<file path="src/rtl/mtdl_defs.svh">
`ifndef MTDL_DEFS_SVH
`define MTDL_DEFS_SVH

// ----------------------------------------
// Register map (byte addresses)
// ----------------------------------------
`define MTDL_OFF_CTRL 8'h00
`define MTDL_OFF_STAT 8'h04
`define MTDL_OFF_CNT 8'h08
`define MTDL_OFF_MODE 8'h0C

// ----------------------------------------
// Field positions and reset values
// ----------------------------------------
`define MTDL_CTRL_RUN 0
`define MTDL_CTRL_RST 1'h1
`define MTDL_STAT_NEMP 0
`define MTDL_STAT_FULL 1
`define MTDL_WORD_ZERO 32'h0000_0000
`define MTDL_CNT_ONE 32'h0000_0001

// ----------------------------------------
// Bus response codes
// ----------------------------------------
`define MTDL_RESP_OKAY 2'h0
`define MTDL_RESP_DECERR 2'h3

`endif

</file>
<file path="src/rtl/mtdl_pkg.sv">
`include "mtdl_defs.svh"

package mtdl_pkg;

  // Bus response on B and R channels
  typedef enum logic [1:0] {
    MTDL_OKAY = `MTDL_RESP_OKAY,
    MTDL_DECERR = `MTDL_RESP_DECERR
  } mtdl_resp_t;

  // One register word
  typedef logic [31:0] mtdl_word_t;

endpackage : mtdl_pkg

</file>
<file path="src/rtl/mtdl_top.sv">
// Added by the designer: the placing of the registers and the AXI4-Lite interface to the registers.
`timescale 1ns/1ps
`include "mtdl_defs.svh"
// Functional notes
// - Each enabled rising edge captures the input word into the delay storage. Here only while the run bit is set and the output buffer has room.
// - Tap n shows a captured word after exactly its configured latency.
// - With enable low nothing is captured and every tap holds its value.
// - Reset low clears every storage element of the delay line to zero.
// - With reset wired, storage is built from flip-flops, not small RAM blocks.
// - Mode one allows dual-edge storage per tap; mode zero, the default, rising only. Here MODE only shows in the mode word; every tap stores on the rising edge.
// - Width parameter sets input, tap and storage width; default 32.
// - Tap count parameter sets number of taps; default one.
// - Inputs sampled and outputs changed on the rising clock edge only.
// - Dual-edge mode may pack two taps in one small RAM block.
// - Reset low forces every tap output and all state to zero, except the run bit, which resets to one.

module mtdl_top
  import mtdl_pkg::*;
#(
  parameter int W = 32,
  parameter int N = 1,
  parameter int TAPS [N] = '{default: 1},
  parameter bit [N-1:0] MODE = '0,
  parameter int AW = 8,
  parameter int BUF_DEPTH = 2
) (
  input wire logic CLK_SYS,
  input wire logic RSTN,
  input wire logic CE,
  input wire logic EN,
  input wire logic [W-1:0] DIN,
  output logic [N*W-1:0] DOUT,
  output logic M_VALID,
  input wire logic M_READY,
  output logic [W-1:0] M_DATA,
  input wire logic [AW-1:0] S_AXI_AWADDR,
  input wire logic S_AXI_AWVALID,
  output logic S_AXI_AWREADY,
  input wire logic [31:0] S_AXI_WDATA,
  input wire logic [3:0] S_AXI_WSTRB,
  input wire logic S_AXI_WVALID,
  output logic S_AXI_WREADY,
  output logic [1:0] S_AXI_BRESP,
  output logic S_AXI_BVALID,
  input wire logic S_AXI_BREADY,
  input wire logic [AW-1:0] S_AXI_ARADDR,
  input wire logic S_AXI_ARVALID,
  output logic S_AXI_ARREADY,
  output logic [31:0] S_AXI_RDATA,
  output logic [1:0] S_AXI_RRESP,
  output logic S_AXI_RVALID,
  input wire logic S_AXI_RREADY
);

  // ----------------------------------------
  // Sizes
  // ----------------------------------------
  // Last tap is the deepest, so one chain serves every tap
  localparam int DEPTH = TAPS[N-1];
  localparam int CW = $clog2(BUF_DEPTH + 1);
  localparam logic [CW-1:0] FULL_LVL = CW'(BUF_DEPTH);

  // ----------------------------------------
  // Declarations
  // ----------------------------------------
  logic [W-1:0] chain_ff [DEPTH];
  logic [W-1:0] nxt_chain [DEPTH];
  logic [W-1:0] buf_ff [BUF_DEPTH];
  logic [W-1:0] shift_src [BUF_DEPTH];
  logic [CW-1:0] fill_ff;
  logic [CW-1:0] nxt_fill;
  logic [CW-1:0] slot;
  logic m_valid_ff;
  logic buf_rdy;
  logic adv;
  logic pop;
  logic run_ff;
  mtdl_word_t cnt_ff;
  logic [AW-1:0] awaddr_ff;
  logic aw_held_ff;
  logic awready_ff;
  logic [31:0] wdata_ff;
  logic [3:0] wstrb_ff;
  logic w_held_ff;
  logic wready_ff;
  logic bvalid_ff;
  mtdl_resp_t bresp_ff;
  logic arready_ff;
  logic rvalid_ff;
  mtdl_resp_t rresp_ff;
  mtdl_word_t rdata_ff;
  mtdl_word_t rd_word;
  logic aw_take;
  logic w_take;
  logic ar_take;
  logic wr_fire;
  logic b_done;

  // ----------------------------------------
  // Address decode
  // ----------------------------------------
  // Word match only: low two address bits are ignored
  function automatic logic mtdl_hit(input logic [AW-1:0] a, input logic [7:0] off);
    return a[AW-1:2] == (AW-2)'(off[7:2]);
  endfunction : mtdl_hit

  function automatic logic mtdl_known(input logic [AW-1:0] a);
    return mtdl_hit(a, `MTDL_OFF_CTRL) || mtdl_hit(a, `MTDL_OFF_STAT) ||
           mtdl_hit(a, `MTDL_OFF_CNT) || mtdl_hit(a, `MTDL_OFF_MODE);
  endfunction : mtdl_known

  // ----------------------------------------
  // Delay chain
  // ----------------------------------------
  // Advance only on enabled, running edges with room downstream
  assign buf_rdy = (fill_ff != FULL_LVL);
  assign adv = RSTN & CE & EN & run_ff & buf_rdy;

  // Each stage takes its neighbour's word; stage zero takes the input
  always_comb begin
    nxt_chain[0] = DIN;
    for (int i = 1; i < DEPTH; i++) begin
      nxt_chain[i] = chain_ff[i-1];
    end
  end

  // Plain flip-flops since reset is always wired; a paused edge moves nothing
  always_ff @(posedge CLK_SYS) begin
    if (!RSTN) begin
      for (int i = 0; i < DEPTH; i++) begin
        chain_ff[i] <= '0;
      end
    end else if (adv) begin
      chain_ff <= nxt_chain;
    end
  end

  // Each tap is a fixed pick from the chain, W bits wide
  for (genvar n = 0; n < N; n++) begin : g_tap
    assign DOUT[n*W +: W] = chain_ff[TAPS[n]-1];
  end

  // ----------------------------------------
  // Output buffer for the last tap stream
  // ----------------------------------------
  // Each advance pushes the new last-tap word; a full buffer stalls the chain
  assign pop = CE & m_valid_ff & M_READY;
  assign slot = fill_ff - CW'(pop);
  assign nxt_fill = fill_ff + CW'(adv) - CW'(pop);

  // Entry i refills from entry i+1 on a pop; the top entry has no source
  for (genvar i = 0; i < BUF_DEPTH; i++) begin : g_src
    if (i < BUF_DEPTH - 1) begin : g_mid
      assign shift_src[i] = buf_ff[i+1];
    end else begin : g_top
      assign shift_src[i] = '0;
    end
  end

  // Head entry drives the stream straight from a flip-flop
  always_ff @(posedge CLK_SYS) begin
    if (!RSTN) begin
      fill_ff <= '0;
      m_valid_ff <= 1'b0;
      for (int i = 0; i < BUF_DEPTH; i++) begin
        buf_ff[i] <= '0;
      end
    end else if (CE) begin
      for (int i = 0; i < BUF_DEPTH; i++) begin
        if (adv && slot == CW'(i)) begin
          buf_ff[i] <= nxt_chain[DEPTH-1];
        end else if (pop) begin
          buf_ff[i] <= shift_src[i];
        end
      end
      fill_ff <= nxt_fill;
      m_valid_ff <= (nxt_fill != '0);
    end
  end

  // ----------------------------------------
  // Captured word counter
  // ----------------------------------------
  // Counts chain advances, so software sees how far the line has moved
  always_ff @(posedge CLK_SYS) begin
    if (!RSTN) begin
      cnt_ff <= `MTDL_WORD_ZERO;
    end else if (adv) begin
      cnt_ff <= cnt_ff + `MTDL_CNT_ONE;
    end
  end

  // ----------------------------------------
  // Bus write path
  // ----------------------------------------
  assign aw_take = CE & S_AXI_AWVALID & awready_ff;
  assign w_take = CE & S_AXI_WVALID & wready_ff;
  assign wr_fire = CE & aw_held_ff & w_held_ff & ~bvalid_ff;
  assign b_done = CE & bvalid_ff & S_AXI_BREADY;

  // Address and data are taken in either order and held until the answer
  always_ff @(posedge CLK_SYS) begin
    if (!RSTN) begin
      awaddr_ff <= '0;
      aw_held_ff <= 1'b0;
      awready_ff <= 1'b0;
    end else if (CE) begin
      if (aw_take) begin
        awaddr_ff <= S_AXI_AWADDR;
        aw_held_ff <= 1'b1;
        awready_ff <= 1'b0;
      end else if (b_done) begin
        aw_held_ff <= 1'b0;
      end else if (!aw_held_ff && !bvalid_ff) begin
        awready_ff <= 1'b1;
      end
    end
  end

  always_ff @(posedge CLK_SYS) begin
    if (!RSTN) begin
      wdata_ff <= '0;
      wstrb_ff <= '0;
      w_held_ff <= 1'b0;
      wready_ff <= 1'b0;
    end else if (CE) begin
      if (w_take) begin
        wdata_ff <= S_AXI_WDATA;
        wstrb_ff <= S_AXI_WSTRB;
        w_held_ff <= 1'b1;
        wready_ff <= 1'b0;
      end else if (b_done) begin
        w_held_ff <= 1'b0;
      end else if (!w_held_ff && !bvalid_ff) begin
        wready_ff <= 1'b1;
      end
    end
  end

  // Response one cycle after both halves are held; unmapped gets DECERR
  always_ff @(posedge CLK_SYS) begin
    if (!RSTN) begin
      bvalid_ff <= 1'b0;
      bresp_ff <= MTDL_OKAY;
    end else if (wr_fire) begin
      bvalid_ff <= 1'b1;
      bresp_ff <= mtdl_known(awaddr_ff) ? MTDL_OKAY : MTDL_DECERR;
    end else if (b_done) begin
      bvalid_ff <= 1'b0;
    end
  end

  // Run bit gates the chain; read-only words ignore writes
  always_ff @(posedge CLK_SYS) begin
    if (!RSTN) begin
      run_ff <= `MTDL_CTRL_RST;
    end else if (wr_fire && mtdl_hit(awaddr_ff, `MTDL_OFF_CTRL) && wstrb_ff[0]) begin
      run_ff <= wdata_ff[`MTDL_CTRL_RUN];
    end
  end

  // ----------------------------------------
  // Bus read path
  // ----------------------------------------
  assign ar_take = CE & S_AXI_ARVALID & arready_ff;

  // Read word mux; mode word shows which taps allow dual-edge storage
  always_comb begin
    rd_word = `MTDL_WORD_ZERO;
    if (mtdl_hit(S_AXI_ARADDR, `MTDL_OFF_CTRL)) begin
      rd_word[`MTDL_CTRL_RUN] = run_ff;
    end else if (mtdl_hit(S_AXI_ARADDR, `MTDL_OFF_STAT)) begin
      rd_word[`MTDL_STAT_NEMP] = m_valid_ff;
      rd_word[`MTDL_STAT_FULL] = ~buf_rdy;
    end else if (mtdl_hit(S_AXI_ARADDR, `MTDL_OFF_CNT)) begin
      rd_word = cnt_ff;
    end else if (mtdl_hit(S_AXI_ARADDR, `MTDL_OFF_MODE)) begin
      for (int i = 0; i < N && i < 32; i++) begin
        rd_word[i] = MODE[i];
      end
    end
  end

  // Data registered on the address edge; one read in flight at a time
  always_ff @(posedge CLK_SYS) begin
    if (!RSTN) begin
      arready_ff <= 1'b0;
      rvalid_ff <= 1'b0;
      rresp_ff <= MTDL_OKAY;
      rdata_ff <= `MTDL_WORD_ZERO;
    end else if (CE) begin
      if (ar_take) begin
        arready_ff <= 1'b0;
        rvalid_ff <= 1'b1;
        rdata_ff <= rd_word;
        rresp_ff <= mtdl_known(S_AXI_ARADDR) ? MTDL_OKAY : MTDL_DECERR;
      end else begin
        if (rvalid_ff && S_AXI_RREADY) begin
          rvalid_ff <= 1'b0;
        end
        if (!rvalid_ff && !arready_ff) begin
          arready_ff <= 1'b1;
        end
      end
    end
  end

  // ----------------------------------------
  // Output drive
  // ----------------------------------------
  assign M_VALID = m_valid_ff;
  assign M_DATA = buf_ff[0];
  assign S_AXI_AWREADY = awready_ff;
  assign S_AXI_WREADY = wready_ff;
  assign S_AXI_BVALID = bvalid_ff;
  assign S_AXI_BRESP = bresp_ff;
  assign S_AXI_ARREADY = arready_ff;
  assign S_AXI_RVALID = rvalid_ff;
  assign S_AXI_RRESP = rresp_ff;
  assign S_AXI_RDATA = rdata_ff;

  for (genvar i = 1; i < DEPTH; i++) begin : g_chk

  end
endmodule : mtdl_top

</file>
<file path="config.mk">
export PLATFORM = sky130hd
export DESIGN_NAME = mtdl_top
export DESIGN_NICKNAME = d
export VERILOG_FILES = /design/src/rtl/mtdl_pkg.sv /design/src/rtl/mtdl_top.sv
export VERILOG_INCLUDE_DIRS = /design/src /design/src/rtl
export SDC_FILE = /design/constraint.sdc
export NUM_CORES = 1
export LEC_CHECK = 0
export ABC_AREA = 0
export ABC_CLOCK_PERIOD_IN_PS = 6900
export BUFFER_PORTS_ARGS = -buffer_cell sky130_fd_sc_hd__buf_2
export CAP_MARGIN = 20
export CORE_ASPECT_RATIO = 1.5
export CORE_MARGIN = 2
export CORE_UTILIZATION = 35
export CTS_BUF_LIST = sky130_fd_sc_hd__clkbuf_4 sky130_fd_sc_hd__clkbuf_8
export CTS_CLUSTER_SIZE = 14
export DETAILED_ROUTE_END_ITERATION = 8
export PLACE_DENSITY = 0.56
export SYNTH_ARGS = -nofsm -noshare
export SYNTH_HDL_FRONTEND = slang
export SYNTH_SLANG_ARGS = --single-unit
</file>
<file path="constraint.sdc">
create_clock -name CLK_SYS -period 6.9 [get_ports CLK_SYS]
set_input_delay 0.345 -clock CLK_SYS [delete_from_list [all_inputs] [get_ports CLK_SYS]]
set_output_delay 0.345 -clock CLK_SYS [all_outputs]
set_load 0.02 [all_outputs]
</file>
* Word-level counts from Yosys, hierarchy flattened
Memories as Yosys holds them, arrays and structs flattened. Index checks and enable logic that the tools add are counted. W data, S select, Z words.
Operators by class: add/sub/neg operators 4, multipliers 0, divide/modulo/power cells 0, order comparisons 0, eq/ne operators 10, shifts and indexed selects 0, muxes and demuxes 44, bitwise gates (word level) 23, reduce and logical (&&, ||, !) cells 39
Operators by type and width (count):
- $mux W32 | 4
- $mux W31 | 2
- $mux W1 | 34
- $add A32 B1 Y32 const B | 1
- $mux W30 | 1
- $eq A6 B2 Y1 const B | 4
- $and A1 B1 Y1 | 17
- $reduce_bool A2 Y1 | 8
- $reduce_and A2 Y1 | 7
- $eq A6 B1 Y1 const B | 2
- $logic_not A6 Y1 | 2
- $logic_and A1 B1 Y1 | 8
- $logic_or A1 B1 Y1 | 6
- $mux W2 | 3
- $ne A2 B2 Y1 const B | 3
- $reduce_and A3 Y1 | 2
- $logic_not A1 Y1 | 5
- $or A1 B1 Y1 | 4
- $sub A2 B1 Y2 | 2
- $add A2 B1 Y2 | 1
- $eq A2 B1 Y1 const B | 1
- $logic_not A2 Y1 | 1
- $not A1 Y1 | 2
Storage, ports and cells: register bits after elaboration 121, latch bits 0, bits in writable memories 64, bits in read-only memories 0, memories kept 1
Memories:
- buf_ff | words 2, width 32, rd ports 2, clocked after Yosys merged registers in 0, wr ports 2, line mtdl_top.sv:68 | logic [W-1:0] buf_ff [BUF_DEPTH];

* Depth between registers and ports, before layout
word-level depth 11, depth in mapped cells 11

* Worst setup path before layout
OpenSTA, ideal clock, no wires.
kind input to register, from input port CE, to memory buf_ff[0][0] (enable), library setup time 0.533 ns, arrival time 4.560 ns, required time 6.367 ns, slack 1.807 ns, stages 3, buffers on the path 1, cell sequence clkbuf_1 nand4_1 o311ai_0
RTL lines:
- from (decl) | line mtdl_top.sv:29 | input wire logic CE,
- to (decl) | line mtdl_top.sv:68

* Worst setup path after layout
from register fill_ff[0], to register cnt_ff[31]
On the way: word-level cells in the longest chain between the ends 2
RTL lines:
- from (decl) | line mtdl_top.sv:70 | logic [CW-1:0] fill_ff;
- from (signal assigned) | line mtdl_top.sv:176 | fill_ff <= nxt_fill;
- $ne A2 B2 Y1 | line mtdl_top.sv:116 | assign buf_rdy = (fill_ff != FULL_LVL);
- $and A1 B1 Y1 | line mtdl_top.sv:117 | assign adv = RSTN & CE & EN & run_ff & buf_rdy;
- to (signal assigned) | line mtdl_top.sv:187 | cnt_ff <= `MTDL_WORD_ZERO;
- to (signal assigned) | line mtdl_top.sv:189 | cnt_ff <= cnt_ff + `MTDL_CNT_ONE;
- to (decl) | line mtdl_top.sv:78 | mtdl_word_t cnt_ff;
No other way between the ends. A chain may end at the register's enable or synchronous reset.

==> impl_metrics.json <==
{
  "die_area_um2": 20730,
  "fin_total_pwr_mw": 1.983,
  "crit_path_max_fanout": 12,
  "p_leak_nw": 3.365,
  "holdWs_ps": 110.8,
  "antenna_found_initial": 3,
  "yosysSeqAreaShare": 0.5756,
  "hp-class": "in -> reg",
  "path_clk_slew_ps": 100,
  "cts_num_sinks": 181,
  "clockBufferDepth": 2,
  "die_h_um": 175.4,
  "syn_nets": 775,
  "drc": 0,
  "drt_iter0_drc": 332,
  "path_buf_inv": 0,
  "place.gp.congestion": 0.8075,
  "crit_chain": "nand2b_1 > nand3_1 > nor3_4 > nor3b_2 > mux2i_1",
  "crit_family": "simple AND/OR/NAND/NOR gates",
  "ant_nets": 0,
  "max_cap_violations": 0,
  "hold_buffers": 0,
  "path_class": "reg -> reg",
  "period_minus_slack_ps": 2192,
  "hpwl_mm": 11.03,
  "synth_seq_cells": 181,
  "rows": 62,
  "synthCells": 679,
  "overflow": 0,
  "setup_viol": 0,
  "grt_max_degree": 89,
  "arrival_ps": 2580,
  "tightest_slew_ps": 979.4,
  "report.final.slew_viol_count": 0,
  "first_global_vias": 5161,
  "critPathSlowestCell": "nand3_1",
  "cts_made_buffers": 17,
  "avgSynthCellArea_um2": 10.09,
  "first_pass_iters": 4,
  "powerDensity_nw_per_um2": 239.6,
  "syn_area_um2": 6852,
  "yosys_warnings": 0,
  "cts_tree": "built",
  "core_area_um2": 19160,
  "htreeDepth": 4,
  "vias_per_cell": 4.975,
  "fillCellCount": 1929,
  "cts_resized": 0,
  "io_buffers": 161,
  "critical_path.max_stage_delay_ps": 520,
  "cts_setup_buffers": 0,
  "grt_first_pass_wirelength_mm": 27.08,
  "area_growth_pct": 20.82,
  "endpoint_kind": "flip-flop",
  "start_util": 0.3576,
  "start_kind": "flip-flop",
  "finalHoldViolations": 0,
  "grt_usage": 0.1620,
  "status": "complete, no violations",
  "cts_root_buf": "clkbuf_8",
  "clk_latency_ps": 460,
  "nets": 917,
  "vias": 5438,
  "drive_gt1_frac": 0.2602,
  "rsz0062_at_grt": "false",
  "die_w_um": 118.2,
  "cp.required_ps": 7290,
  "ir_drop_mv": 0.1057,
  "min_period_over_period": 0.3177,
  "clock.fmax_mhz": 456.1,
  "wirelength_mm": 16.88,
  "ios": 200,
  "synthDistinctLibCells": 43,
  "finalSetupTns_ps": 0,
  "slew_headroom": 0.3455,
  "skew_ps": 15.11,
  "wl_per_cell_um": 15.45
}
-- cells by family (layout without fill, tap and decap cells) --
kind of cell | after synthesis | in the layout | share of synthesized area
and+or+nand+nor | 246 | 246 | 0.1693
xor gates and xnor gates | 30 | 30 | 0.03835
DFF | 181 | 181 | 0.5756
muxes | 13 | 13 | 0.01899
adders and majority gates | 2 | 2 | 0.003652
other | 0 | 3 | 0
AOI/OAI and AO/OA | 151 | 151 | 0.1607
buffers and inverters | 56 | 211 | 0.03342
-- routing by layer --
layer	up-vias	global-route usage	routed length (um)
li1	2690	-	-
met2	132	0.2688	8207
met4	0	0.06175	399
met5	-	0	0
met3	24	0.04318	810
met1	2592	0.2009	7466
-- layout by cell type, fill, tap and decap left out, types with 4 or more instances in the layout --
cell type,n
a22oi_1,33
xor2_1,5
edfxtp_1,32
a21oi_1,44
nor3_1,12
nand4_1,11
and2_1,4
clkbuf_8,17
nand3_1,13
xnor2_1,25
buf_4,9
mux2i_1,13
buf_2,161
and4_1,5
inv_1,8
nand2_1,87
dfxtp_1,149
nor4_2,6
and3_1,4
a22o_1,65
nor2_1,83
-- worst register-to-register path, cell delays in order, from the launching register on --
cell	delay (ps)
dfxtp_1	460
nand2b_1	280
nand3_1	520
nor3_4	440
nor3b_2	240
mux2i_1	180
-- synthesized netlist by cell type, drive strengths merged --
cell type | instances | share of area
xnor2 | 25 | 0.032
nand3 | 13 | 0.0095
mux2i | 13 | 0.019
nand2 | 87 | 0.048
nand2b | 3 | 0.0027
nor4 | 9 | 0.014
ha | 2 | 0.0037
clkinv | 1 | 0.00055
a22o | 65 | 0.083
nor2b | 3 | 0.0027
nor3b | 1 | 0.0018
a21bo | 1 | 0.0015
o21ai | 3 | 0.0022
o311ai | 1 | 0.0013
a21oi | 44 | 0.032
clkbuf | 36 | 0.020
o41ai | 1 | 0.0013
inv | 8 | 0.0044
nor2 | 85 | 0.047
dfxtp | 149 | 0.44
and4 | 5 | 0.0064
nand4 | 12 | 0.012
a31oi | 1 | 0.00091
edfxtp | 32 | 0.14
xor2 | 5 | 0.0064
a211oi | 1 | 0.0011
a22oi | 33 | 0.036
nand4b | 1 | 0.0013
and2 | 4 | 0.0037
or4 | 2 | 0.0027
buf | 11 | 0.0088
o21a | 1 | 0.0011
or3 | 3 | 0.0027
nand3b | 1 | 0.0011
nor3 | 13 | 0.011
and3 | 4 | 0.0037
-- worst paths after layout --
| path | from | end | slack, ps | depth (start not counted) |
|---|---|---|---|---|
| min | S_AXI_WDATA[0] | wdata_ff[0]$_SDFFE_PN0P_ | 110 | 3 |
| max | fill_ff[0]$_SDFFE_PN0P_ | cnt_ff[31]$_SDFFE_PN0P_ | 4710 | 5 |
| min reg2reg | DOUT[15]$_SDFFE_PN0P_ | DOUT[15]$_SDFFE_PN0P_ | 450 | 2 |
| max reg2reg | fill_ff[0]$_SDFFE_PN0P_ | cnt_ff[31]$_SDFFE_PN0P_ | 4710 | 5 |
-- registers in the layout, indices dropped and copies added (netlist names), 2 cells and up --
signal / flops
buf_ff: 64
fill_ff: 2
S_AXI_RDATA: 32
DOUT: 32
cnt_ff: 32
awaddr_ff: 6
-- power breakdown --
part / switching (mW) / internal, mW / total, mW
Combinational: 0.0988 / 0.0471 / 0.146
Sequential: 0.0127 / 1.10 / 1.11
Clock: 0.421 / 0.302 / 0.723
-- cell type report --
class,instances,area (um^2),area share
sequential,181,3944,0.4764
multi-input combinational,442,2696,0.3257
timing repair buffer,170,873.3,0.1055
tap,256,320.3,0.03869
clock buffer,17,234.0,0.02826
clock inverter,15,167.7,0.02025
inverter,9,35.03,0.004232
antenna,3,7.507,0.0009069
-- through the flow --
| stage | utilization | cell area (um^2) | worst slack, ps | std cells |
|---|---|---|---|---|
| after floorplan | - | 6852 | 1807 | 679 |
| after global placement | 0.4107 | 7869 | 4381 | 1058 |
| after detailed placement | 0.4107 | 7869 | 4380 | 1058 |
| after CTS | 0.4316 | 8270 | 4675 | 1090 |
| after global routing | 0.4320 | 8278 | 4533 | 1093 |
| final | 0.4320 | 8278 | 4708 | 1093 |
Power figures use the tool's default switching activity.
